[src/design/flash_cmd_pkg.sv]
package flash_cmd_pkg;
    // opcodes
    localparam logic [7:0] OP_WREN = 8'h06;
    localparam logic [7:0] OP_WRDI = 8'h04;
    localparam logic [7:0] OP_READ_STATUS = 8'h05;
    localparam logic [7:0] OP_WRITE_STATUS = 8'h01;
    localparam logic [7:0] OP_READ = 8'h03;
    localparam logic [7:0] OP_FREAD = 8'h0b;
    localparam logic [7:0] OP_DREAD = 8'h3b;
    localparam logic [7:0] OP_PP = 8'h02;
    localparam logic [7:0] OP_PP_ALT = 8'hf2;
    localparam logic [7:0] OP_SE = 8'h20;
    localparam logic [7:0] OP_BE32 = 8'h52;
    localparam logic [7:0] OP_BE64 = 8'hd8;
    localparam logic [7:0] OP_CE = 8'hc7;
    localparam logic [7:0] OP_CE_ALT = 8'h60;
    localparam logic [7:0] OP_DPD = 8'hb9;
    localparam logic [7:0] OP_RDP_ID = 8'hab;
    localparam logic [7:0] OP_MFID = 8'h90;
    localparam logic [7:0] OP_JEDEC = 8'h9f;
    // status bit positions
    localparam int S_BUSY = 0;
    localparam int S_WRITE_EN = 1;
    localparam int S_LOCK = 7;
    // byte counts at which a frame ends or output starts
    localparam logic [3:0] N_OP = 4'h1;
    localparam logic [3:0] N_WSR_ONE = 4'h2;
    localparam logic [3:0] N_WSR_TWO = 4'h3;
    localparam logic [3:0] N_ADDR_END = 4'h4;
    localparam logic [3:0] N_FAST_START = 4'h5;
    localparam logic [3:0] N_NONE = 4'h0;
    localparam logic [8:0] PAGE_BYTES = 9'h100;
    // identification defaults, values arbitrary
    localparam logic [7:0] MAKER_CODE_DEF = 8'ha5;
    localparam logic [7:0] PART_HIGH_DEF = 8'h3c;
    localparam logic [7:0] PART_LOW_DEF = 8'h17;
    localparam logic [7:0] LEGACY_PART_DEF = 8'h16;
    // timing
    localparam int unsigned CLK_PERIOD_NS = 100;
    localparam int unsigned STATUS_WRITE_TIME_NS = 5000000;
    localparam int unsigned STATUS_WRITE_CYCLES = STATUS_WRITE_TIME_NS / CLK_PERIOD_NS;

    typedef enum logic [2:0] {ST_WAIT, ST_OPCODE, ST_IN, ST_OUT, ST_IGNORE} dec_state_t;
    typedef enum logic [2:0] {
        ARR_NONE, ARR_PROGRAM, ARR_SECTOR, ARR_BLOCK32, ARR_BLOCK64, ARR_CHIP
    } array_op_t;

    function automatic logic [3:0] out_start(input logic [7:0] op);
        case (op)
            OP_READ_STATUS, OP_JEDEC: out_start = N_OP;
            OP_READ, OP_RDP_ID, OP_MFID: out_start = N_ADDR_END;
            OP_FREAD, OP_DREAD: out_start = N_FAST_START;
            default: out_start = N_NONE;
        endcase
    endfunction

    function automatic array_op_t arr_kind(input logic [7:0] op);
        case (op)
            OP_PP, OP_PP_ALT: arr_kind = ARR_PROGRAM;
            OP_SE: arr_kind = ARR_SECTOR;
            OP_BE32: arr_kind = ARR_BLOCK32;
            OP_BE64: arr_kind = ARR_BLOCK64;
            OP_CE, OP_CE_ALT: arr_kind = ARR_CHIP;
            default: arr_kind = ARR_NONE;
        endcase
    endfunction

    function automatic logic frame_ok(input logic [7:0] op, input logic [3:0] n,
                                      input logic al);
        case (op)
            OP_WREN, OP_WRDI, OP_CE, OP_CE_ALT, OP_DPD: frame_ok = al && n == N_OP;
            OP_WRITE_STATUS: frame_ok = al && (n == N_WSR_ONE || n == N_WSR_TWO);
            OP_PP, OP_PP_ALT: frame_ok = al && n >= N_FAST_START;
            OP_SE, OP_BE32, OP_BE64: frame_ok = al && n == N_ADDR_END;
            default: frame_ok = 1'b0;
        endcase
    endfunction
endpackage

[src/design/frame_if.sv]
`timescale 1ns/1ps
interface frame_if;
    logic fall;
    logic start;
    logic stop;
    logic byte_ok;
    logic aligned;
    logic [7:0] rx_byte;
    logic [3:0] byte_cnt;
    modport rx (output fall, start, stop, byte_ok, aligned, rx_byte, byte_cnt);
    modport dec (input fall, start, stop, byte_ok, aligned, rx_byte, byte_cnt);
endinterface

[src/design/spi_frame_rx.sv]
`timescale 1ns/1ps
module spi_frame_rx (
    // clock and reset
    input wire logic ref_clk_i,
    input wire logic rst_i,
    // serial pins
    input wire logic sclk_i,
    input wire logic cs_n_i,
    input wire logic si_i,
    // to decoder
    frame_if.rx fr
);
    logic cs_q_r;
    logic sclk_q_r;
    logic active_r;
    logic [6:0] sh_r;
    logic [2:0] bit_idx_r;
    logic start_c;
    logic rise_c;

    // cs_q resets low so a frame needs cs seen high first
    assign start_c = cs_q_r & ~cs_n_i;
    assign rise_c = sclk_i & ~sclk_q_r & active_r & ~cs_n_i;
    assign fr.aligned = (bit_idx_r == 3'h0);

    always_ff @(posedge ref_clk_i or posedge rst_i) begin
        if (rst_i) begin
            cs_q_r <= 1'b0;
            sclk_q_r <= 1'b0;
            active_r <= 1'b0;
        end else begin
            cs_q_r <= cs_n_i;
            sclk_q_r <= sclk_i;
            active_r <= start_c | (active_r & ~cs_n_i);
        end
    end

    always_ff @(posedge ref_clk_i or posedge rst_i) begin
        if (rst_i) begin
            sh_r <= 7'h00;
            bit_idx_r <= 3'h0;
            fr.byte_cnt <= 4'h0;
            fr.rx_byte <= 8'h00;
        end else if (start_c) begin
            bit_idx_r <= 3'h0;
            fr.byte_cnt <= 4'h0;
        end else if (rise_c) begin
            sh_r <= {sh_r[5:0], si_i}; // RL1
            bit_idx_r <= bit_idx_r + 3'h1;
            if (bit_idx_r == 3'h7) begin
                fr.rx_byte <= {sh_r, si_i};
                if (fr.byte_cnt != 4'hf) begin
                    fr.byte_cnt <= fr.byte_cnt + 4'h1;
                end
            end
        end
    end

    // one-cycle event pulses, all registered
    always_ff @(posedge ref_clk_i or posedge rst_i) begin
        if (rst_i) begin
            fr.fall <= 1'b0;
            fr.start <= 1'b0;
            fr.stop <= 1'b0;
            fr.byte_ok <= 1'b0;
        end else begin
            fr.fall <= ~sclk_i & sclk_q_r & active_r & ~cs_n_i;
            fr.start <= start_c;
            fr.stop <= active_r & cs_n_i;
            fr.byte_ok <= rise_c & (bit_idx_r == 3'h7);
        end
    end
endmodule

[src/design/page_buf.sv]
`timescale 1ns/1ps
module page_buf (
    // clock
    input wire logic ref_clk_i,
    // write side
    input wire logic we_i,
    input wire logic [7:0] waddr_i,
    input wire logic [7:0] wdata_i,
    // read side
    input wire logic [7:0] raddr_i,
    output logic [7:0] rdata_o
);
    logic [7:0] mem [0:255];

    // no reset: contents are only valid for the bytes counted in
    always_ff @(posedge ref_clk_i) begin
        if (we_i) begin
            mem[waddr_i] <= wdata_i;
        end
        rdata_o <= mem[raddr_i];
    end
endmodule

[src/design/spi_flash_decoder.sv]
`timescale 1ns/1ps
// Notes on behaviour
// RL1: bits travel msb first, sampled rising
// RL2: every frame opens with one opcode byte
// RL3: output stops as soon as cs rises
// RL4: write-type frames need whole bytes at end
// RL5: partial program byte: nothing, latch kept
// RL6: 06 sets latch, 04 clears it
// RL7: reads take address; fast adds dummy
// RL8: 02 and f2 both program pages
// RL9: erases take address; chip erase none
// RL10: ab releases sleep; dummies give id
// RL11: 90 returns maker then part code
// RL12: 9f returns maker, high, low codes
// RL13: dual read: even bits, odd bits
// RL14: writes refused while latch is clear
// RL15: latch clears at reset and completion
// RL16: status read always served, repeating; the decoder ignores it in deep power down
// RL17: status write keeps bits 6,5,1,0
// RL18: status write needs 8 or 16 bits
// RL19: status write runs timed, busy shown
// RL20: no status write under hardware lock
// RL21: read streams with rising address
// RL22: read during busy cycle is rejected
// RL23: bit 0 busy, bit 1 latch
// RL24: lock bit plus low pin locks bits
// RL25: bits 4..2 are protect bits
// RL26: unknown opcode ignored until cs rises
module spi_flash_decoder
    import flash_cmd_pkg::*;
#(
    parameter int unsigned WSR_CYCLES = STATUS_WRITE_CYCLES,
    parameter logic [7:0] MAKER_CODE_BYTE = MAKER_CODE_DEF,
    parameter logic [7:0] PART_CODE_HIGH = PART_HIGH_DEF,
    parameter logic [7:0] PART_CODE_LOW = PART_LOW_DEF,
    parameter logic [7:0] LEGACY_PART_CODE = LEGACY_PART_DEF
) (
    // clock and reset
    input wire logic ref_clk_i,
    input wire logic rst_i,
    // serial pins
    input wire logic sclk_i,
    input wire logic cs_n_i,
    input wire logic wp_n_i,
    input wire logic dual_line_even_i,
    output logic dual_line_even_o,
    output logic dual_line_even_oe_o,
    output logic dual_line_odd_o,
    output logic dual_line_odd_oe_o,
    // array read port
    output logic [23:0] rd_addr_o,
    input wire logic [7:0] rd_data_i,
    // array program and erase port
    output logic op_start_o,
    output array_op_t op_kind_o,
    output logic [23:0] op_addr_o,
    output logic [8:0] op_count_o,
    input wire logic [7:0] pbuf_raddr_i,
    output logic [7:0] pbuf_rdata_o,
    input wire logic array_busy_i,
    input wire logic array_done_i,
    // state
    output logic [7:0] status_o,
    output logic [2:0] block_protect_bits_o,
    output logic hardware_lock_mode_o,
    output logic deep_power_down_o
);
    localparam int WSR_W = $clog2(WSR_CYCLES + 1);

    frame_if fr ();

    dec_state_t state_r;
    logic [7:0] opcode_r;
    logic [23:0] addr_r;
    logic [7:0] wsr_data_r;
    logic write_enable_latch_r;
    logic status_lock_bit_r;
    logic [2:0] block_protect_bits_r;
    logic wsr_busy_r;
    logic [WSR_W-1:0] wsr_cnt_r;
    logic dpd_r;
    logic [7:0] tx_sh_r;
    logic [2:0] tx_cnt_r;
    logic [1:0] out_idx_r;
    logic [8:0] pp_n_r;
    logic write_in_progress_flag;
    logic dual;
    logic in_end;
    logic end_ok;
    logic wren_ev;
    logic wrdi_ev;
    logic write_go;
    logic wsr_go;
    logic arr_go;
    logic wsr_done;
    logic enter_out;
    logic load_c;
    logic pp_we;
    logic [7:0] next_byte;
    dec_state_t first_st;

    spi_frame_rx u_spi_frame_rx (
        .ref_clk_i(ref_clk_i),
        .rst_i(rst_i),
        .sclk_i(sclk_i),
        .cs_n_i(cs_n_i),
        .si_i(dual_line_even_i),
        .fr(fr.rx)
    );

    page_buf u_page_buf (
        .ref_clk_i(ref_clk_i),
        .we_i(pp_we),
        .waddr_i(addr_r[7:0] + pp_n_r[7:0]),
        .wdata_i(fr.rx_byte),
        .raddr_i(pbuf_raddr_i),
        .rdata_o(pbuf_rdata_o)
    );

    assign write_in_progress_flag = wsr_busy_r | array_busy_i;
    assign hardware_lock_mode_o = status_lock_bit_r & ~wp_n_i; // RL24
    assign status_o = {status_lock_bit_r, 2'b00, block_protect_bits_r,
                       write_enable_latch_r, write_in_progress_flag}; // RL23
    assign block_protect_bits_o = block_protect_bits_r; // RL25
    assign deep_power_down_o = dpd_r;
    assign dual = (opcode_r == OP_DREAD);
    assign rd_addr_o = addr_r;

    // frame end decode: a frame that ends mid-byte never qualifies
    assign in_end = fr.stop && state_r == ST_IN;
    assign end_ok = in_end && frame_ok(opcode_r, fr.byte_cnt, fr.aligned); // RL4 RL5 RL18
    assign wren_ev = end_ok && opcode_r == OP_WREN; // RL6
    assign wrdi_ev = end_ok && opcode_r == OP_WRDI; // RL6
    assign write_go = end_ok && write_enable_latch_r && !write_in_progress_flag; // RL14
    assign wsr_go = write_go && opcode_r == OP_WRITE_STATUS && !hardware_lock_mode_o; // RL20
    assign arr_go = write_go && arr_kind(opcode_r) != ARR_NONE; // RL8 RL9
    assign wsr_done = wsr_busy_r && wsr_cnt_r == WSR_W'(1);
    assign enter_out = fr.byte_ok && (state_r == ST_OPCODE ? first_st == ST_OUT :
                       state_r == ST_IN && out_start(opcode_r) == fr.byte_cnt); // RL7
    assign load_c = fr.fall && state_r == ST_OUT && tx_cnt_r == 3'h0;
    assign pp_we = fr.byte_ok && state_r == ST_IN && arr_kind(opcode_r) == ARR_PROGRAM
                   && fr.byte_cnt >= N_FAST_START;
    // output enables drop combinationally with cs
    assign dual_line_odd_oe_o = state_r == ST_OUT && !cs_n_i; // RL3
    assign dual_line_even_oe_o = state_r == ST_OUT && !cs_n_i && dual; // RL13

    // opcode screening at the first byte
    always_comb begin
        first_st = ST_IN;
        if (dpd_r) begin
            first_st = (fr.rx_byte == OP_RDP_ID) ? ST_IN : ST_IGNORE;
        end else if (fr.rx_byte == OP_READ_STATUS) begin
            first_st = ST_OUT; // RL16
        end else if (out_start(fr.rx_byte) != N_NONE) begin
            // reads and id readouts are not decoded during a busy cycle
            first_st = write_in_progress_flag ? ST_IGNORE :
                       (out_start(fr.rx_byte) == N_OP ? ST_OUT : ST_IN); // RL22 RL12
        end else if (!frame_ok(fr.rx_byte, 4'h0, 1'b1) && arr_kind(fr.rx_byte) == ARR_NONE
                     && fr.rx_byte != OP_WREN && fr.rx_byte != OP_WRDI
                     && fr.rx_byte != OP_WRITE_STATUS && fr.rx_byte != OP_CE
                     && fr.rx_byte != OP_DPD) begin
            first_st = ST_IGNORE; // RL26
        end
    end

    always_ff @(posedge ref_clk_i or posedge rst_i) begin
        if (rst_i) begin
            state_r <= ST_WAIT;
            opcode_r <= 8'h00;
        end else if (fr.stop) begin
            state_r <= ST_WAIT;
        end else if (fr.start) begin
            state_r <= ST_OPCODE; // RL2
        end else if (fr.byte_ok) begin
            unique case (state_r)
                ST_OPCODE: begin
                    opcode_r <= fr.rx_byte;
                    state_r <= first_st;
                end
                ST_IN: begin
                    if (enter_out) begin
                        state_r <= ST_OUT;
                    end
                end
                ST_WAIT, ST_OUT, ST_IGNORE: begin
                end
            endcase
        end
    end

    // address capture and read auto-increment
    always_ff @(posedge ref_clk_i or posedge rst_i) begin
        if (rst_i) begin
            addr_r <= 24'h000000;
            wsr_data_r <= 8'h00;
        end else if (fr.byte_ok && state_r == ST_IN) begin
            if (fr.byte_cnt <= N_ADDR_END) begin
                addr_r <= {addr_r[15:0], fr.rx_byte};
            end
            if (fr.byte_cnt == N_WSR_ONE) begin
                wsr_data_r <= fr.rx_byte;
            end
        end else if (load_c && out_start(opcode_r) >= N_ADDR_END && opcode_r != OP_MFID
                     && opcode_r != OP_RDP_ID) begin
            addr_r <= addr_r + 24'h000001; // RL21
        end
    end

    always_comb begin
        unique case (opcode_r)
            OP_READ_STATUS: next_byte = status_o; // RL16
            OP_JEDEC: next_byte = (out_idx_r == 2'h0) ? MAKER_CODE_BYTE :
                                  (out_idx_r == 2'h1) ? PART_CODE_HIGH : PART_CODE_LOW; // RL12
            OP_MFID: next_byte = out_idx_r[0] ? LEGACY_PART_CODE : MAKER_CODE_BYTE; // RL11
            OP_RDP_ID: next_byte = LEGACY_PART_CODE; // RL10
            default: next_byte = rd_data_i;
        endcase
    end

    // shifter: bytes load on the first falling edge, pairs in dual mode
    always_ff @(posedge ref_clk_i or posedge rst_i) begin
        if (rst_i) begin
            tx_sh_r <= 8'h00;
            tx_cnt_r <= 3'h0;
            out_idx_r <= 2'h0;
            dual_line_odd_o <= 1'b0;
            dual_line_even_o <= 1'b0;
        end else if (enter_out) begin
            tx_cnt_r <= 3'h0;
            out_idx_r <= (state_r == ST_IN && opcode_r == OP_MFID) ?
                         {1'b0, fr.rx_byte[0]} : 2'h0;
        end else if (fr.fall && state_r == ST_OUT) begin
            if (tx_cnt_r == 3'h0) begin
                dual_line_odd_o <= next_byte[7];
                dual_line_even_o <= next_byte[6]; // RL13
                tx_sh_r <= dual ? {next_byte[5:0], 2'b00} : {next_byte[6:0], 1'b0};
                if (opcode_r == OP_JEDEC) begin
                    out_idx_r <= (out_idx_r == 2'h2) ? 2'h0 : out_idx_r + 2'h1;
                end else begin
                    out_idx_r <= out_idx_r ^ 2'h1;
                end
            end else begin
                dual_line_odd_o <= tx_sh_r[7];
                dual_line_even_o <= tx_sh_r[6];
                tx_sh_r <= dual ? {tx_sh_r[5:0], 2'b00} : {tx_sh_r[6:0], 1'b0};
            end
            tx_cnt_r <= (tx_cnt_r == (dual ? 3'h3 : 3'h7)) ? 3'h0 : tx_cnt_r + 3'h1;
        end
    end

    // latch: a set arriving with a completion clear wins
    always_ff @(posedge ref_clk_i or posedge rst_i) begin
        if (rst_i) begin
            write_enable_latch_r <= 1'b0; // RL15
        end else if (wren_ev) begin
            write_enable_latch_r <= 1'b1; // RL6
        end else if (wrdi_ev || wsr_done || array_done_i) begin
            write_enable_latch_r <= 1'b0; // RL15
        end
    end

    // status write: only lock and protect bits take new values
    always_ff @(posedge ref_clk_i or posedge rst_i) begin
        if (rst_i) begin
            status_lock_bit_r <= 1'b0;
            block_protect_bits_r <= 3'h0;
        end else if (wsr_go) begin
            status_lock_bit_r <= wsr_data_r[S_LOCK]; // RL17
            block_protect_bits_r <= wsr_data_r[4:2]; // RL25
        end
    end

    always_ff @(posedge ref_clk_i or posedge rst_i) begin
        if (rst_i) begin
            wsr_busy_r <= 1'b0;
            wsr_cnt_r <= '0;
        end else if (wsr_go) begin
            wsr_busy_r <= 1'b1; // RL19
            wsr_cnt_r <= WSR_W'(WSR_CYCLES);
        end else if (wsr_busy_r) begin
            wsr_cnt_r <= wsr_cnt_r - WSR_W'(1);
            wsr_busy_r <= !wsr_done;
        end
    end

    always_ff @(posedge ref_clk_i or posedge rst_i) begin
        if (rst_i) begin
            dpd_r <= 1'b0;
        end else if (end_ok && opcode_r == OP_DPD && !write_in_progress_flag) begin
            dpd_r <= 1'b1;
        end else if (fr.stop && opcode_r == OP_RDP_ID
                     && (state_r == ST_IN || state_r == ST_OUT)) begin
            dpd_r <= 1'b0; // RL10
        end
    end

    // page data: count saturates at 256, later bytes all overwrite the start byte's slot, wrapping inside the page
    always_ff @(posedge ref_clk_i or posedge rst_i) begin
        if (rst_i) begin
            pp_n_r <= 9'h000;
            op_start_o <= 1'b0;
            op_kind_o <= ARR_NONE;
            op_addr_o <= 24'h000000;
            op_count_o <= 9'h000;
        end else begin
            op_start_o <= arr_go; // RL14
            if (fr.start) begin
                pp_n_r <= 9'h000;
            end else if (pp_we) begin
                pp_n_r <= (pp_n_r == PAGE_BYTES) ? PAGE_BYTES : pp_n_r + 9'h001;
            end
            if (arr_go) begin
                op_kind_o <= arr_kind(opcode_r);
                op_addr_o <= addr_r;
                op_count_o <= pp_n_r;
            end
        end
    end
endmodule

[config.mk]
export PLATFORM = sky130hd
export DESIGN_NAME = spi_flash_decoder
export DESIGN_NICKNAME = d
export VERILOG_FILES = /design/src/design/flash_cmd_pkg.sv /design/src/design/frame_if.sv /design/src/design/spi_frame_rx.sv /design/src/design/page_buf.sv /design/src/design/spi_flash_decoder.sv
export SDC_FILE = /design/constraint.sdc
export NUM_CORES = 2
export LEC_CHECK = 0
export BUFFER_PORTS_ARGS = -buffer_cell sky130_fd_sc_hd__buf_2
export CAP_MARGIN = 20
export CORE_ASPECT_RATIO = 1.5
export CORE_MARGIN = 2
export CORE_UTILIZATION = 55
export DETAILED_ROUTE_END_ITERATION = 10
export PLACE_DENSITY = 0.82
export SETUP_SLACK_MARGIN = 0.3
export SYNTH_ARGS = -nofsm -noshare
export SYNTH_HDL_FRONTEND = slang
export SYNTH_SLANG_ARGS = --single-unit
[constraint.sdc]
create_clock -name ref_clk_i -period 5.3 [get_ports ref_clk_i]
set_input_delay 0.53 -clock ref_clk_i [delete_from_list [all_inputs] [get_ports ref_clk_i]]
set_output_delay 0.53 -clock ref_clk_i [all_outputs]
set_load 0.02 [all_outputs]
# == Yosys cells after proc, flatten, opt, wreduce, memory -nomap -nowiden ==
# Memory sizes are Yosys's and may differ from the RTL's. A register that Yosys moved wholly into a read port is not among the register bits.
# Cells that the tools add are included.
# totals
regBits,156
ram_bits,2048
input_bits,24
output_inout_bits,86
wordCells,283
memories,1
# mem_list
name,words,word_bits,read_ports,rd_ports_with_merged_regs,write_ports,line_no,text
u_page_buf.mem,256,8,1,1,1,page_buf.sv:13,logic [7:0] mem [0:255];
# op_classes
addsub,8
magnitude_cmp,3
n_eq_ne,59
muxes,71
n_bitwise,22
reduce_logical,87
# ops
cell,count
"== test 8 bit, second input constant",13
two-way mux 24 bit,3
two-way mux 3 bit,19
two-way mux 4 bit,10
two-way mux 8 bit,5
logical AND 1 bit,37
"== test 8 x 2 -> 1 bit, second input constant",4
"== test 8 x 3 -> 1 bit, second input constant",4
"== test 8 x 6 -> 1 bit, second input constant",4
"== test 8 x 7 -> 1 bit, second input constant",4
two-way mux 16 bit,2
"inequality test 8 bit, second input constant",4
case mux 8 bit (4 select lines),1
case mux 3 bit (5 select lines),2
two-way mux 9 bit,3
"adder 24 x 1 -> 24 bit, second input constant",1
nonzero test 2 bit,11
case mux 3 bit (3 select lines),2
"== test 16 x 1 -> 1 bit, second input constant",1
"== test 8 x 4 -> 1 bit, second input constant",2
two-way mux 1 bit,16
"inequality test 8 x 3 -> 1 bit, second input constant",2
OR reduction 2 bit,8
"subtractor 16 x 1 -> 16 bit, second input constant",1
other kinds (41),91

# == Logic depth before layout (Yosys ltp) ==
# logic_depth
depth_word,28
depth_mapped,13
depth_no_buf,9

# == Modules after synthesis ==
# A second synthesis with hierarchy kept.
# unflattened
cells_unflattened,4573
hier_area_um2,87808.0
# modules_own_cells
module,n_inst,cells_each,area_per_inst_um2,seq_area_each_um2
page_buf,1,3733,79556.3,61659.1
spi_flash_decoder,1,753,7026.7,3052.9
spi_frame_rx,1,87,1224.9,725.7

# == Worst setup path after synthesis ==
# Ideal clock, no wire load.
# synth_timing
kind,register to register
from,reg u_spi_frame_rx.fr.rx_byte[4]
to,reg tx_cnt_r[2]
setup_time_ns,0.124
t_arrival_ns,5.069
t_required_ns,5.176
setup_slack_ns,0.107
path_stages_with_launch,9
path_buffers,1
period_less_slack_ns,5.193
cell_sequence,dfrtp_1 -> clkbuf_1 -> nand3_1 -> nor4_1 -> nand2_1 -> a21o_1 -> o32ai_1 -> nor2_1 -> a211o_1
# synth_between
elab_chain_cells,21
elab_cells_between_ends,55
classes_between,21 x eq/ne; 19 x mux; 15 x reduce/logical
# synth_lines
element,line_no,text
start: declaration,frame_if.sv:10,"modport rx (output fall, start, stop, byte_ok, aligned, rx_byte, byte_cnt);"
start signal: assignment,spi_frame_rx.sv:51,"fr.rx_byte <= {sh_r, si_i};"
== test 8 bit (tied with other cells),flash_cmd_pkg.sv:58,case (op)
OR reduction 2 bit,flash_cmd_pkg.sv:58,
case mux 3 bit (5 select lines),flash_cmd_pkg.sv:58,
two-way mux 3 bit,spi_flash_decoder.sv:154,end else if (out_start(fr.rx_byte) != N_NONE) begin
two-way mux 3 bit,spi_flash_decoder.sv:152,end else if (fr.rx_byte == OP_READ_STATUS) begin
two-way mux 3 bit,spi_flash_decoder.sv:150,if (dpd_r) begin
zero test 3 bit,spi_flash_decoder.sv:158,"end else if (!frame_ok(fr.rx_byte, 4'h0, 1'b1) && arr_kind(fr.rx_byte) == ARR_NONE"
logical AND 1 bit,spi_flash_decoder.sv:158,
(+5 left out),-,
two-way mux 3 bit,spi_flash_decoder.sv:158,
two-way mux 3 bit,spi_flash_decoder.sv:154,
two-way mux 3 bit,spi_flash_decoder.sv:152,
two-way mux 3 bit (*),spi_flash_decoder.sv:150,
== test 3 x 2 -> 1 bit (*),spi_flash_decoder.sv:138,assign enter_out = fr.byte_ok && (state_r == ST_OPCODE ? first_st == ST_OUT :
two-way mux 1 bit (*),spi_flash_decoder.sv:138,
logical AND 1 bit (*),spi_flash_decoder.sv:138,
two-way mux 3 bit or nonzero test 2 bit (tied branches),-,
end signal: assignment,spi_flash_decoder.sv:247,tx_cnt_r <= (tx_cnt_r == (dual ? 3'h3 : 3'h7)) ? 3'h0 : tx_cnt_r + 3'h1;
end: declaration,spi_flash_decoder.sv:83,logic [2:0] tx_cnt_r;
# Mark *: on every way between the ends. The rest lies on a longest branch, timed or not. The select of a mux whose other input is x is not followed.
# A chain may end at the register's enable or synchronous reset.

# == Final worst setup path ==
# layout_timing
from,"reg addr_r[0], in the netlist rd_addr_o[0]"
to,"mem u_page_buf.mem[36][1], enable pin"
# layout_between
elab_chain_cells,1
# layout_lines
element,line_no,text
start: declaration,spi_flash_decoder.sv:74,logic [23:0] addr_r;
start signal: assignment,spi_flash_decoder.sv:198,"addr_r <= {addr_r[15:0], fr.rx_byte};"
start signal: assignment,spi_flash_decoder.sv:205,addr_r <= addr_r + 24'h000001;
adder 8 bit,spi_flash_decoder.sv:114,".waddr_i(addr_r[7:0] + pp_n_r[7:0]),"
end: declaration,page_buf.sv:13,
# No other way between the ends.

==> summary.txt <==
r2r startpoint -> rd_addr_o[0]
Critical Setup Path Class -> flop to flop
Placed Instances -> 7136
largest voltage drop on the vdd net -> 283 uV
aggregate global-route resource usage -> 0.307
share of cells above drive strength 1 -> 0.234
most common library cell in the layout ignoring fill and taps -> edfxtp_1
slowest stage cell, crit path -> nor3_1
combinational family with the most area after synthesis -> multiplexers
Worst Hold Depth -> 4
Final setup violation count -> 0
first-pass GRT wire length -> 361000 um
transition at the pin with the smallest max-transition slack -> 1.25 ns
share of synthesized area occupied by flip-flops and latches -> 0.739
Critical path buffers and inverters -> 2
Die Width -> 332 um
normalized max-slew margin -> 0.163
detailed placer's ending HPWL -> 157000 um
cells along the critical path -> ha_1, fa_1, a21o_1, a21oi_1, o21bai_1, a21oi_1, xor2_1, buf_4, nand2_1, nor3_1, buf_4
DRC violations left -> 0
Maximum Capacitance Violations -> 0
number of input and output port buffers inserted -> 107
post-route minimum period -> 5.04 ns
adder-cell share of the synthesized area -> 0.00319
average wire per cell in the routed design -> 33.6 um
maximum number of pins on one net before global-route repair -> 160
post-synthesis cell count -> 4911
latest clock arrival within the worst-skew pair -> 0.86 ns
Post CTS Setup Buffer Count -> 0
IO Count -> 110
final core area utilization -> 0.625
critical path data required time -> 5.84 ns
initial antenna violation count -> 9
fraction of synthesized cell area in xor and xnor cells -> 0.00356
number of fillers in the final layout -> 10400
number of warnings issued by yosys -> 0
Hold Crit Class -> input port to flop
total number of cells along the worst setup path -> 11
cell area after synthesis -> 88500 um2
CTS clock-pin slew for the worst setup and hold paths -> 0.06 ns
Unique masters post-synth -> 83
detailed-router iteration count before antenna repair -> 8
fraction of the mapped netlist area in simple logic gates -> 0.0553
kind of cell adding the most delay to the critical path -> compound AO/OA/AOI/OAI gates
power per unit of standard cell area -> 339 nW/um2
Final Instance Count excl. Fillers -> 7533
number of failing hold endpoints at the final stage -> 0
number of violations reported at the end of detailed-routing iteration 0 -> 8235
layout overhead on the synthesized area -> 13.0%
die height -> 495 um
delay of the slowest cell on the worst path -> 1.01 ns
maximum achievable frequency -> 0.199 GHz
Seq cells post-synth -> 2207
total vias in the final route -> 52300
Post-synth EDFFs -> 2048
# clock sinks -> 2207
remaining number of nets flagged by the antenna check after routing -> 0
Post-synth top flop -> edfxtp_1
Endpoint, Worst Hold -> status_lock_bit_r
element type at the critical path start -> flop
RSZ-0062 raised after global routing -> false
mean number of vias per cell -> 6.94
top fanout value on the critical path -> 16
area inside the core boundary -> 160000 um2
fin. max-slew vios -> 0
number of buffers on the longest clock path -> 3
clock buffers created by TritonCTS -> 190
Tcrit/Tclk final -> 0.950
quantity of hold-fixing buffers added after cts -> 4
vias in the first global route -> 51800
Total Die Area -> 164000 um2
Overflow after GRT -> 0
PnR Total Power -> 33.9 mW
number of nets at the end of the flow -> 5321
cell at the root of the clock tree -> clkbuf_16
most frequent cells in the layout -> edfxtp_1 (2048), mux4_2 (345), mux2i_1 (344)
post-synthesis average cell area -> 18.0 um2
Reg2Reg Setup Slack -> 0.26 ns
static leakage power -> 32.2 nW
post-cts resize count -> 0
R2R Path End -> u_page_buf.mem[36][1]
critical path capture point type -> flop
Worst Reg-to-Reg Cells -> 11
starting utilization of the core area -> 0.553
fraction of registers with async set/reset -> 0.0684
final wirelength -> 253000 um
Hold Startpoint -> wp_n_i
result of the run -> complete, no violations
placer's final routability congestion estimate -> 1.05
cell row count -> 180
synthesized-area fraction occupied by ao, oa, aoi and oai cells -> 0.0452
Fin Clk Skew -> 0.0417 ns
Setup TNS -> 0 ns
level count of the clock H-tree -> 4
data arrival time of the critical path -> 5.57 ns
mux share of post-synthesis cell area -> 0.136
CTS tree -> done
## flip-flops by register name (all words and copies together) (netlist names), 2 cells and up
| signal | cells |
|---|---|
| op_count_o | 9 |
| u_page_buf.rdata_o | 8 |
| state_r | 3 |
| pp_n_r | 9 |
| tx_cnt_r | 3 |
| u_spi_frame_rx.fr.rx_byte | 8 |
| wsr_data_r | 4 |
| out_idx_r | 2 |
| opcode_r | 8 |
| rd_addr_o | 24 |
| u_spi_frame_rx.bit_idx_r | 3 |
| tx_sh_r | 7 |
| op_addr_o | 24 |
| u_spi_frame_rx.sh_r | 7 |
| u_spi_frame_rx.fr.byte_cnt | 4 |
| op_kind_o | 3 |
| block_protect_bits_o | 3 |
| u_page_buf.mem | 2048 |
| wsr_cnt_r | 16 |
## synth_stat cells (7+ instances only)
cell      number  area (um2)
ha_1          21         263
nor3b_1       12        90.1
nand2b_1      40         250
xor2_1        11        96.3
o22ai_1       14        87.6
nor3_1       224        1120
nor2b_1       31         194
and3_1        20         125
nor4_1        95         594
nor2_1       129         484
o21ai_0       77         385
dfrtp_1      151        3780
nand4_1       45         282
o211ai_1      34         255
a22o_1        13         114
clkbuf_1     198         743
mux2_2        73         822
nand4b_1       7        61.3
nand2_1      163         612
a21oi_1      104         521
buf_1         46         173
xnor2_1       25         219
and2_1        12        75.1
inv_1         28         105
nand3_1      102         510
a31oi_1       23         144
buf_2         76         380
mux2i_1      344        3440
and4_1        10        87.6
dfxtp_1        8         160
a211oi_1      24         180
a32oi_1       11        96.3
edfxtp_1    2048       61500
nand3b_1       9        67.6
o31ai_1        8        60.1
mux4_2       345        7770
a22oi_1      182        1370
or3_1         11        68.8
buf_4         12        90.1
a221oi_1      28         245
## how the worst max path moves through the flow
| stage | from | endpoint | slack, ns |
|---|---|---|---|
| 3_5_place_dp | rd_addr_o[0] | u_page_buf.mem[120][2] | 0.50 |
| 5_1_grt | rd_addr_o[0] | u_page_buf.mem[36][1] | 0.32 |
| 6_report | rd_addr_o[0] | u_page_buf.mem[36][1] | 0.26 |
| 4_1_cts | rd_addr_o[0] | u_page_buf.mem[73][2] | 0.50 |
| 3_3_place_gp | rd_addr_o[0] | u_page_buf.mem[71][7] | 0.67 |
| 2_1_floorplan | rst_i | u_spi_frame_rx.fr.rx_byte[1] | 0.36 |
## metrics by stage
step / hold slack [ns] / cell area (um2) / worst slack, ns
final: 0.0900 / 100000 / 0.264
after global routing: 0.0950 / 100000 / 0.325
after CTS: 0.0516 / 99800 / 0.505
after detailed placement: 0.478 / 93500 / 0.496
after global placement: 0.467 / 93400 / 0.672
after floorplan: 0.456 / 88500 / 0.357
## power by group
group          internal (mW)  total (mW)  switching, mW  leakage, nW
Clock                   7.85        14.1           6.28         3.06
Combinational          0.318       0.999          0.680         9.37
Sequential              18.8        18.8         0.0234         19.8
Total                   26.9        33.9           6.99         32.2
## tightest hold or removal path: stages
cell and delay [ns]:
buf_2 0.10, inv_1 0.05, or3_1 0.10, a22o_1 0.10
## routing by layer
metal	part of all wire	track usage	up-vias
met5	0.00013	0.00117	-
li1	-	-	20700
met1	0.30	0.339	26100
met4	0.098	0.253	4
met2	0.49	0.508	4397
met3	0.11	0.0746	1050
## cell type report
class,instances,area (um2),area share
clock buffers,235,5080,0.0507
diodes,6,15.0,0.000150
flip-flops and latches,2207,65500,0.654
repair buffers,504,3700,0.0370
inverters,29,114,0.00114
multi-input cells,2343,21900,0.219
well taps,2093,2620,0.0262
clock inverters,116,1200,0.0120
## kinds of logic (layout without fill, tap and decap cells)
logic type,count (synthesis),after routing
multiplexers,765,765
other,1,8
AND/OR/NAND/NOR,940,940
AO/OA/AOI/OAI,578,578
adder cells (fa/ha/maj),22,22
buffers and inverters,362,884
flip-flops,2207,2207
XOR/XNOR,36,36
Note: power is estimated with default switching activity, not from simulation.
